## src/shared/pft_defines.svh

```systemverilog
// Register map, field positions, reset values and timing counts of the flash table-access block.
`ifndef PFT_DEFINES_SVH
`define PFT_DEFINES_SVH

`define PFT_OFS_PTR_LOW 6'h00
`define PFT_OFS_PTR_HIGH 6'h01
`define PFT_OFS_PTR_UPPER 6'h02
`define PFT_OFS_LATCH 6'h03
`define PFT_OFS_CTRL 6'h04
`define PFT_OFS_UNLOCK 6'h05
`define PFT_OFS_TABLE_OP 6'h06
`define PFT_OFS_STATUS 6'h07

`define PFT_CTRL_PGM_SEL 7
`define PFT_CTRL_CFG_SEL 6
`define PFT_CTRL_ROW_ERASE 4
`define PFT_CTRL_INTERRUPTED 3
`define PFT_CTRL_MOD_ENABLE 2
`define PFT_CTRL_GO 1

`define PFT_OP_STORE 2
`define PFT_STAT_DONE 0
`define PFT_STAT_BUSY 1

`define PFT_UNLOCK_FIRST 8'h55
`define PFT_UNLOCK_SECOND 8'haa
`define PFT_PTR_RESET 22'h000000
`define PFT_LATCH_RESET 8'h00
`define PFT_HOLD_RESET 8'hff

`define PFT_LONG_TIME_NS 2000000
`define PFT_CLK_PERIOD_NS 8

`endif

```

## src/shared/pft_pkg.sv

```systemverilog
// Types shared by the flash table-access block.
package pft_pkg;
  typedef enum logic [1:0] {
    PFT_IDLE = 2'b00,
    PFT_LONG = 2'b01,
    PFT_END = 2'b11
  } pft_state_t;

  typedef enum logic [1:0] {
    PFT_MODE_PLAIN = 2'b00,
    PFT_MODE_POST_INC = 2'b01,
    PFT_MODE_POST_DEC = 2'b10,
    PFT_MODE_PRE_INC = 2'b11
  } pft_mode_t;

  typedef enum logic [1:0] {
    PFT_UNL_NONE = 2'b00,
    PFT_UNL_FIRST = 2'b01,
    PFT_UNL_ARMED = 2'b11
  } pft_unlock_t;
endpackage : pft_pkg

```

## src/core/pft_table_access.sv

```systemverilog
// Table pointer, byte latch, holding bytes and self-timed erase/write sequencer on AHB-Lite.
`timescale 1ns/10ps
`include "pft_defines.svh"
module pft_table_access #(
  parameter int unsigned LONG_CYCLES = `PFT_LONG_TIME_NS / `PFT_CLK_PERIOD_NS
) (
  // Clock and resets.
  input wire logic hclk,
  input wire logic hresetn,
  input wire logic por_n,
  // AHB-Lite slave.
  input wire logic hsel,
  input wire logic [31:0] haddr,
  input wire logic [1:0] htrans,
  input wire logic hwrite,
  input wire logic [2:0] hsize,
  input wire logic [31:0] hwdata,
  input wire logic hready,
  output logic hreadyout,
  output logic hresp,
  output logic [31:0] hrdata,
  // Program memory read port, one cycle latency.
  output logic flash_rd_en,
  output logic [20:0] flash_rd_word_addr,
  input wire logic [15:0] flash_rd_data,
  // Self-timed cycle control towards the array.
  output logic nvm_erase_start,
  output logic nvm_write_start,
  output logic [15:0] nvm_erase_row,
  output logic [18:0] nvm_write_block,
  output logic [63:0] nvm_holding_data,
  output logic nvm_config_space,
  output logic core_stall
);
  import pft_pkg::*;

  localparam logic [17:0] LONG_LAST = 18'(LONG_CYCLES - 1);

  // Bus state.
  logic dp_valid_ff, nxt_dp_valid;
  logic dp_write_ff, nxt_dp_write;
  logic [5:0] dp_index_ff, nxt_dp_index;
  logic rd_ready_ff, nxt_rd_ready;
  logic [31:0] hrdata_ff, nxt_hrdata;
  // Table state.
  logic [21:0] table_pointer_ff, nxt_table_pointer;
  logic [7:0] table_byte_latch_ff, nxt_table_byte_latch;
  logic [1:0] fetch_cnt_ff, nxt_fetch_cnt;
  logic [20:0] rd_word_ff, nxt_rd_word;
  logic rd_hi_ff, nxt_rd_hi;
  logic [7:0] hold_ff [8];
  logic [7:0] nxt_hold [8];
  // Control state.
  pft_state_t state_ff, nxt_state;
  pft_unlock_t unlock_ff, nxt_unlock;
  logic [17:0] long_cnt_ff, nxt_long_cnt;
  logic go_ff, nxt_go;
  logic row_erase_ff, nxt_row_erase;
  logic mod_enable_ff, nxt_mod_enable;
  logic done_flag_ff, nxt_done_flag;
  logic erase_start_ff, nxt_erase_start;
  logic write_start_ff, nxt_write_start;
  // State kept through a bus reset, cleared only at power-on.
  logic program_space_select_ff, nxt_program_space_select;
  logic config_space_select_ff, nxt_config_space_select;
  logic interrupted_ff, nxt_interrupted;
  logic long_mark_ff, nxt_long_mark;

  logic blocked;
  logic wr_fire;
  logic rd_fire;
  logic [7:0] wbyte;
  logic op_fire;
  logic op_store;
  pft_mode_t op_mode;
  logic [20:0] ptr_inc;
  logic [20:0] ptr_dec;
  logic [21:0] access_addr;
  logic go_request;
  logic go_accept;
  logic long_last;
  logic [7:0] ctrl_view;

  // The core is held off from every register while a long cycle or a fetch runs.
  assign blocked = (state_ff != PFT_IDLE) || (fetch_cnt_ff != 2'b00);
  assign wr_fire = dp_valid_ff && dp_write_ff && !blocked;
  assign rd_fire = dp_valid_ff && !dp_write_ff && !blocked && !rd_ready_ff;
  assign wbyte = hwdata[7:0];
  assign hreadyout = !dp_valid_ff || (dp_write_ff ? !blocked : rd_ready_ff);
  assign hresp = 1'b0;
  assign hrdata = hrdata_ff;

  assign ctrl_view = {program_space_select_ff, config_space_select_ff, 1'b0, row_erase_ff,
                      interrupted_ff, mod_enable_ff, go_ff, 1'b0};

  // Bus address and data phases.
  always_comb begin
    nxt_dp_valid = dp_valid_ff;
    nxt_dp_write = dp_write_ff;
    nxt_dp_index = dp_index_ff;
    nxt_rd_ready = 1'b0;
    nxt_hrdata = hrdata_ff;
    if (hreadyout) begin
      nxt_dp_valid = 1'b0;
    end
    if (hsel && htrans[1] && hready) begin
      nxt_dp_valid = 1'b1;
      nxt_dp_write = hwrite;
      nxt_dp_index = haddr[7:2];
    end
    if (rd_fire) begin
      nxt_rd_ready = 1'b1;
      case (dp_index_ff)
        `PFT_OFS_PTR_LOW: nxt_hrdata = {24'h000000, table_pointer_ff[7:0]};
        `PFT_OFS_PTR_HIGH: nxt_hrdata = {24'h000000, table_pointer_ff[15:8]};
        `PFT_OFS_PTR_UPPER: nxt_hrdata = {26'h0000000, table_pointer_ff[21:16]};
        `PFT_OFS_LATCH: nxt_hrdata = {24'h000000, table_byte_latch_ff};
        `PFT_OFS_CTRL: nxt_hrdata = {24'h000000, ctrl_view};
        `PFT_OFS_STATUS: nxt_hrdata = {30'h00000000, (state_ff != PFT_IDLE), done_flag_ff};
        default: nxt_hrdata = 32'h00000000;
      endcase
    end
  end

  always_ff @(posedge hclk or negedge hresetn) begin
    if (!hresetn) begin
      dp_valid_ff <= 1'b0;
      dp_write_ff <= 1'b0;
      dp_index_ff <= 6'h00;
      rd_ready_ff <= 1'b0;
      hrdata_ff <= 32'h00000000;
    end else begin
      dp_valid_ff <= nxt_dp_valid;
      dp_write_ff <= nxt_dp_write;
      dp_index_ff <= nxt_dp_index;
      rd_ready_ff <= nxt_rd_ready;
      hrdata_ff <= nxt_hrdata;
    end
  end

  // Table operations: a write to the op register is one fetch or one store.
  assign op_fire = wr_fire && (dp_index_ff == `PFT_OFS_TABLE_OP);
  assign op_store = wbyte[`PFT_OP_STORE];
  assign op_mode = pft_mode_t'(wbyte[1:0]);
  assign ptr_inc = table_pointer_ff[20:0] + 21'h000001;
  assign ptr_dec = table_pointer_ff[20:0] - 21'h000001;
  assign access_addr = (op_mode == PFT_MODE_PRE_INC) ?
                       {table_pointer_ff[21], ptr_inc} : table_pointer_ff;

  always_comb begin
    nxt_table_pointer = table_pointer_ff;
    nxt_table_byte_latch = table_byte_latch_ff;
    nxt_fetch_cnt = 2'b00;
    nxt_rd_word = rd_word_ff;
    nxt_rd_hi = rd_hi_ff;
    if (wr_fire && dp_index_ff == `PFT_OFS_PTR_LOW) begin
      nxt_table_pointer[7:0] = wbyte;
    end
    if (wr_fire && dp_index_ff == `PFT_OFS_PTR_HIGH) begin
      nxt_table_pointer[15:8] = wbyte;
    end
    if (wr_fire && dp_index_ff == `PFT_OFS_PTR_UPPER) begin
      nxt_table_pointer[21:16] = wbyte[5:0];
    end
    if (wr_fire && dp_index_ff == `PFT_OFS_LATCH) begin
      nxt_table_byte_latch = wbyte;
    end
    if (op_fire) begin
      // Only the low 21 bits move; the space select bit stays put.
      case (op_mode)
        PFT_MODE_POST_INC: nxt_table_pointer[20:0] = ptr_inc;
        PFT_MODE_POST_DEC: nxt_table_pointer[20:0] = ptr_dec;
        PFT_MODE_PRE_INC: nxt_table_pointer[20:0] = ptr_inc;
        default: nxt_table_pointer = table_pointer_ff;
      endcase
      if (!op_store) begin
        nxt_fetch_cnt = 2'b01;
        nxt_rd_word = {access_addr[21], access_addr[20:1]};
        nxt_rd_hi = access_addr[0];
      end
    end
    if (fetch_cnt_ff == 2'b01) begin
      nxt_fetch_cnt = 2'b10;
    end
    if (fetch_cnt_ff == 2'b10) begin
      nxt_table_byte_latch = rd_hi_ff ? flash_rd_data[15:8] : flash_rd_data[7:0];
    end
  end

  always_ff @(posedge hclk or negedge hresetn) begin
    if (!hresetn) begin
      table_pointer_ff <= `PFT_PTR_RESET;
      table_byte_latch_ff <= `PFT_LATCH_RESET;
      fetch_cnt_ff <= 2'b00;
      rd_word_ff <= 21'h000000;
      rd_hi_ff <= 1'b0;
    end else begin
      table_pointer_ff <= nxt_table_pointer;
      table_byte_latch_ff <= nxt_table_byte_latch;
      fetch_cnt_ff <= nxt_fetch_cnt;
      rd_word_ff <= nxt_rd_word;
      rd_hi_ff <= nxt_rd_hi;
    end
  end

  assign flash_rd_en = (fetch_cnt_ff == 2'b01);
  assign flash_rd_word_addr = rd_word_ff;

  // Eight holding bytes, one per low pointer value.
  for (genvar i = 0; i < 8; i++) begin : g_hold
    always_comb begin
      nxt_hold[i] = hold_ff[i];
      if (op_fire && op_store && access_addr[2:0] == 3'(i)) begin
        nxt_hold[i] = table_byte_latch_ff;
      end
    end

    always_ff @(posedge hclk or negedge hresetn) begin
      if (!hresetn) begin
        hold_ff[i] <= `PFT_HOLD_RESET;
      end else begin
        hold_ff[i] <= nxt_hold[i];
      end
    end

    assign nvm_holding_data[8 * i +: 8] = hold_ff[i];
  end

  // Unlock sequence, go request and the self-timed long cycle.
  assign go_request = wr_fire && (dp_index_ff == `PFT_OFS_CTRL) && wbyte[`PFT_CTRL_GO];
  // A request is honoured only with the unlock armed, the gate open and program space chosen.
  assign go_accept = go_request && (unlock_ff == PFT_UNL_ARMED) && mod_enable_ff &&
                     program_space_select_ff;
  assign long_last = (state_ff == PFT_LONG) && (long_cnt_ff == LONG_LAST);

  always_comb begin
    nxt_state = state_ff;
    nxt_unlock = unlock_ff;
    nxt_long_cnt = long_cnt_ff;
    nxt_go = go_ff;
    nxt_row_erase = row_erase_ff;
    nxt_mod_enable = mod_enable_ff;
    nxt_done_flag = done_flag_ff;
    nxt_erase_start = 1'b0;
    nxt_write_start = 1'b0;
    if (wr_fire && dp_index_ff == `PFT_OFS_UNLOCK) begin
      // Any store that breaks the 55h, AAh pair starts the hunt again.
      case (unlock_ff)
        PFT_UNL_NONE: nxt_unlock = (wbyte == `PFT_UNLOCK_FIRST) ? PFT_UNL_FIRST : PFT_UNL_NONE;
        PFT_UNL_FIRST: nxt_unlock = (wbyte == `PFT_UNLOCK_SECOND) ? PFT_UNL_ARMED : PFT_UNL_NONE;
        default: nxt_unlock = (wbyte == `PFT_UNLOCK_FIRST) ? PFT_UNL_FIRST : PFT_UNL_NONE;
      endcase
    end
    if (wr_fire && dp_index_ff == `PFT_OFS_CTRL) begin
      nxt_unlock = PFT_UNL_NONE;
      nxt_row_erase = wbyte[`PFT_CTRL_ROW_ERASE];
      nxt_mod_enable = wbyte[`PFT_CTRL_MOD_ENABLE];
    end
    if (wr_fire && dp_index_ff == `PFT_OFS_STATUS && wbyte[`PFT_STAT_DONE]) begin
      nxt_done_flag = 1'b0;
    end
    case (state_ff)
      PFT_IDLE: begin
        nxt_long_cnt = 18'h00000;
        if (go_accept) begin
          nxt_go = 1'b1;
          nxt_state = PFT_LONG;
          nxt_erase_start = row_erase_ff;
          nxt_write_start = !row_erase_ff;
        end
      end
      PFT_LONG: begin
        nxt_long_cnt = long_cnt_ff + 18'h00001;
        if (long_last) begin
          nxt_state = PFT_END;
        end
      end
      PFT_END: begin
        nxt_state = PFT_IDLE;
        nxt_go = 1'b0;
        nxt_row_erase = 1'b0;
        nxt_done_flag = 1'b1;
      end
      default: nxt_state = PFT_IDLE;
    endcase
  end

  always_ff @(posedge hclk or negedge hresetn) begin
    if (!hresetn) begin
      state_ff <= PFT_IDLE;
      unlock_ff <= PFT_UNL_NONE;
      long_cnt_ff <= 18'h00000;
      go_ff <= 1'b0;
      row_erase_ff <= 1'b0;
      mod_enable_ff <= 1'b0;
      done_flag_ff <= 1'b0;
      erase_start_ff <= 1'b0;
      write_start_ff <= 1'b0;
    end else begin
      state_ff <= nxt_state;
      unlock_ff <= nxt_unlock;
      long_cnt_ff <= nxt_long_cnt;
      go_ff <= nxt_go;
      row_erase_ff <= nxt_row_erase;
      mod_enable_ff <= nxt_mod_enable;
      done_flag_ff <= nxt_done_flag;
      erase_start_ff <= nxt_erase_start;
      write_start_ff <= nxt_write_start;
    end
  end

  // The mark survives a bus reset, so a cycle cut short is still seen after release.
  always_comb begin
    nxt_program_space_select = program_space_select_ff;
    nxt_config_space_select = config_space_select_ff;
    nxt_interrupted = interrupted_ff;
    nxt_long_mark = long_mark_ff;
    if (wr_fire && dp_index_ff == `PFT_OFS_CTRL) begin
      nxt_program_space_select = wbyte[`PFT_CTRL_PGM_SEL];
      nxt_config_space_select = wbyte[`PFT_CTRL_CFG_SEL];
      nxt_interrupted = wbyte[`PFT_CTRL_INTERRUPTED];
    end
    if (go_accept) begin
      nxt_long_mark = 1'b1;
    end
    if (state_ff == PFT_END) begin
      nxt_long_mark = 1'b0;
    end
    if (long_mark_ff && state_ff == PFT_IDLE) begin
      nxt_long_mark = 1'b0;
      nxt_interrupted = 1'b1;
    end
  end

  always_ff @(posedge hclk or negedge por_n) begin
    if (!por_n) begin
      program_space_select_ff <= 1'b0;
      config_space_select_ff <= 1'b0;
      interrupted_ff <= 1'b0;
      long_mark_ff <= 1'b0;
    end else begin
      program_space_select_ff <= nxt_program_space_select;
      config_space_select_ff <= nxt_config_space_select;
      interrupted_ff <= nxt_interrupted;
      long_mark_ff <= nxt_long_mark;
    end
  end

  assign nvm_erase_start = erase_start_ff;
  assign nvm_write_start = write_start_ff;
  assign nvm_erase_row = table_pointer_ff[21:6];
  assign nvm_write_block = table_pointer_ff[21:3];
  assign nvm_config_space = config_space_select_ff || table_pointer_ff[21];
  assign core_stall = (state_ff != PFT_IDLE);
endmodule : pft_table_access

```

## config.mk

```make
export PLATFORM = sky130hd
export DESIGN_NAME = pft_table_access
export DESIGN_NICKNAME = d
export VERILOG_FILES = /design/src/shared/pft_pkg.sv /design/src/core/pft_table_access.sv
export VERILOG_INCLUDE_DIRS = /design/src /design/src/shared
export SDC_FILE = /design/constraint.sdc
export NUM_CORES = 1
export LEC_CHECK = 0
export CORE_MARGIN = 5
export CORE_UTILIZATION = 40
export CTS_CLUSTER_DIAMETER = 60
export DETAILED_ROUTE_END_ITERATION = 8
export DONT_BUFFER_PORTS = 1
export GPL_TIMING_DRIVEN = 0
export PLACE_DENSITY = 0.55
export SETUP_SLACK_MARGIN = 0.5
export SLEW_MARGIN = 30
export SYNTH_ARGS = -nofsm -noshare
export SYNTH_HDL_FRONTEND = slang
export SYNTH_SLANG_ARGS = --single-unit
```

## constraint.sdc

```tcl
create_clock -name hclk -period 3.47 [get_ports hclk]
set_input_delay 0.347 -clock hclk [delete_from_list [all_inputs] [get_ports hclk]]
set_output_delay 0.347 -clock hclk [all_outputs]
set_load 0.05 [all_outputs]
```

==> flow_summary.json <==
{
  "violations": "hold timing",
  "mostFrequentLayoutCells": "103 x dfrtp_1, 89 x nand2_1, 74 x nor2_1",
  "rsz0062_at_grt": "no",
  "start_util": 0.406,
  "cts_made_buffers": 17,
  "cts_buffer_depth": 2,
  "dieArea_mm2": 0.0260,
  "drtAntennaViolNets": 0,
  "yosys_warnings": 0,
  "synthCells": 929,
  "synth_top_flop_cell": "dfrtp_1",
  "drv_slew": 0,
  "hold_violations": 163,
  "maxCapViolations": 0,
  "critPathMaxFanout": 10,
  "dp_slack_ns": 0.457,
  "htree_levels": 4,
  "clk_latency_ns": 0.44,
  "first_pass_iters": 5,
  "hp-class": "input port to async pin",
  "synth.cell_area_mm2": 0.00916,
  "dpl.hpwl_mm": 19.7,
  "leakagePower_nw": 4.39,
  "track_usage": 0.207,
  "overflow": 0,
  "finalCritPeriodShare": 0.802,
  "cts.sinks": 167,
  "vdd_ir_drop_max_uv": 286,
  "die_y_um": 161,
  "grt_pass1_wl_mm": 41.9,
  "nets": 1067,
  "ys_seq_area_frac": 0.465,
  "drc": 0,
  "routedWlPerCell_um": 21.1,
  "gp_congestion": 0.910,
  "status": "finished with violations",
  "r2r_slack_ns": 0.69,
  "start_kind": "flop",
  "grt_max_degree": 164,
  "vias": 7071,
  "utilization": 0.454,
  "io_buffers": 0,
  "cts_tree": "done",
  "setup_tns_ns": 0,
  "skew_ns": 0.0170,
  "io_pins": 250,
  "ys_types": 74,
  "postCtsHoldBufs": 1,
  "rows": 55,
  "antenna_found_initial": 3,
  "via_per_inst": 5.56,
  "end_kind": "flop",
  "ys_ff_latch": 167,
  "wl_mm": 26.9,
  "die_x_um": 161,
  "finalSetupViolCount": 0,
  "crit_required_ns": 3.83,
  "min_period_ns": 2.78,
  "cts_root_buffer": "clkbuf_16",
  "drtIter0Drc": 641,
  "tightest_slew_ns": 0.742,
  "syn_to_final_growth_pct": 11.8,
  "synth-edff-count": 0,
  "grt_pass1_vias": 6930,
  "async_flop_share": 1.00,
  "clk_pin_slew_worst_paths_ns": 0.08,
  "n_fill_cell": 2215,
  "worstPathArrival_ns": 3.14,
  "max-slew-margin-rel": 0.501,
  "antenna_cells": 0,
  "hold_slack_ns": -0.399,
  "setup_ws_ns": 0.687,
  "powerDensity_mw_per_mm2": 412,
  "syn_area_per_cell_um2": 9.86,
  "fp.coreArea_mm2": 0.0226,
  "fmax_ghz": 0.359,
  "worstSetupPathType": "flop to flop",
  "final_layout_size_suffix_gt1_frac": 0.222,
  "final_common_cell": "dfrtp_1"
}
## registers in the layout, summed over array words and instances (netlist names)
signal and cells:
nvm_write_start 1, dp_valid_ff 1, flash_rd_word_addr 21, nvm_holding_data 64
go_ff 1, nvm_erase_start 1, config_space_select_ff 1, row_erase_ff 1
long_mark_ff 1, unlock_ff 2, program_space_select_ff 1, long_cnt_ff 18
dp_index_ff 6, fetch_cnt_ff 2, dp_write_ff 1, table_pointer_ff 22
interrupted_ff 1, rd_hi_ff 1, mod_enable_ff 1, hrdata 8
state_ff 2, rd_ready_ff 1, table_byte_latch_ff 8, done_flag_ff 1
## area by class of cell
class                      instances  area, um^2  area share
clock buffer                      17         425      0.0415
sequential                       167        4260       0.416
timing repair buffer               1        10.0    0.000977
clock inverter                    15         179      0.0175
tap                              285         357      0.0348
inverter                          20        75.1     0.00733
multi-input combinational        644        4220       0.412
buffer                           122         713      0.0696
## cell families (layout without fill, tap and decap cells)
group	after synthesis	in the layout	share of synthesized area
xor+xnor	39	39	0.0373
mux	96	96	0.120
buf+inv	142	175	0.0857
compound gates	173	173	0.120
other cells	1	25	0.000409
flops	167	167	0.465
fa+ha+maj	3	3	0.00410
simple gates	308	308	0.168
## layer usage
| metal | routed length (um) | track usage | vias up |
|---|---|---|---|
| li1 | - | - | 3282 |
| met1 | 11300 | 0.276 | 3422 |
| met2 | 12600 | 0.330 | 317 |
| met3 | 2420 | 0.0612 | 44 |
| met4 | 509 | 0.0554 | 6 |
| met5 | 46 | 0 | - |
## worst paths after layout
| kind | cells past startpoint | to | start |
|---|---|---|---|
| worst max register to register | 10 | table_pointer_ff[12]$_DFFE_PN0P_ | table_pointer_ff[1]$_DFFE_PN0P_ |
| max in group asynchronous | 1 | interrupted_ff$_DFFE_PN0P_ | por_n |
| worst min register to register | 2 | done_flag_ff$_DFFE_PN0P_ | done_flag_ff$_DFFE_PN0P_ |
| worst max-delay path | 10 | table_pointer_ff[12]$_DFFE_PN0P_ | table_pointer_ff[1]$_DFFE_PN0P_ |
| worst min-delay path | 0 | flash_rd_word_addr[3]$_DFFE_PN0P_ | hresetn |
| min in group hclk | 2 | interrupted_ff$_DFFE_PN0P_ | hwdata[3] |
## power breakdown
| part | switching [mW] | leakage, nW | total (mW) | internal (mW) |
|---|---|---|---|---|
| Combinational | 0.221 | 2.08 | 0.315 | 0.0942 |
| Clock | 0.948 | 0.294 | 1.93 | 0.977 |
| Sequential | 0.0162 | 2.02 | 1.98 | 1.97 |
| Total | 1.19 | 4.39 | 4.22 | 3.04 |
## critical path: stages (launching register included)
cell and delay, ns:
dfrtp_1 0.45, clkbuf_2 0.24, inv_1 0.09, ha_1 0.18, or4b_2 0.59, clkbuf_2 0.22
or2_2 0.35, inv_1 0.06, a32oi_1 0.06, o31a_1 0.29, o22ai_1 0.16
## through the flow
step / power, mW / cell area (um^2) / hold slack [ns] / std cells
3_3_place_gp: 2.32 / 9600 / 0.0517 / 1238
2_1_floorplan: 2.27 / 9250 / 0.0514 / 953
4_1_cts: 4.26 / 10200 / -0.411 / 1271
5_1_grt: 4.38 / 10200 / -0.426 / 1271
3_5_place_dp: 2.33 / 9610 / 0.0517 / 1238
6_report: 4.22 / 10200 / -0.399 / 1271
## repair_timing
action | in CTS | in global routing
setup endpoints to repair | 1 | 4
resized for setup | 1 | 8
setup buffers | 0 | 0
pin swaps | 0 | 0
hold endpoints to repair | 167 | 163
## synthesized netlist by cell type, types with 14 or more instances
cell type	instances	area share
inv_1	20	0.0082
dfstp_2	64	0.18
nand3_1	29	0.016
nand2_1	89	0.036
dfrtp_1	103	0.28
mux2i_1	14	0.015
mux2_1	60	0.074
clkbuf_1	40	0.016
xnor2_1	25	0.024
o21ai_0	49	0.027
nor3_1	20	0.011
buf_4	60	0.049
mux2_2	19	0.023
nor2_1	75	0.031
xor2_1	14	0.013
a21oi_1	41	0.022
(Power assumes the default switching activity.)
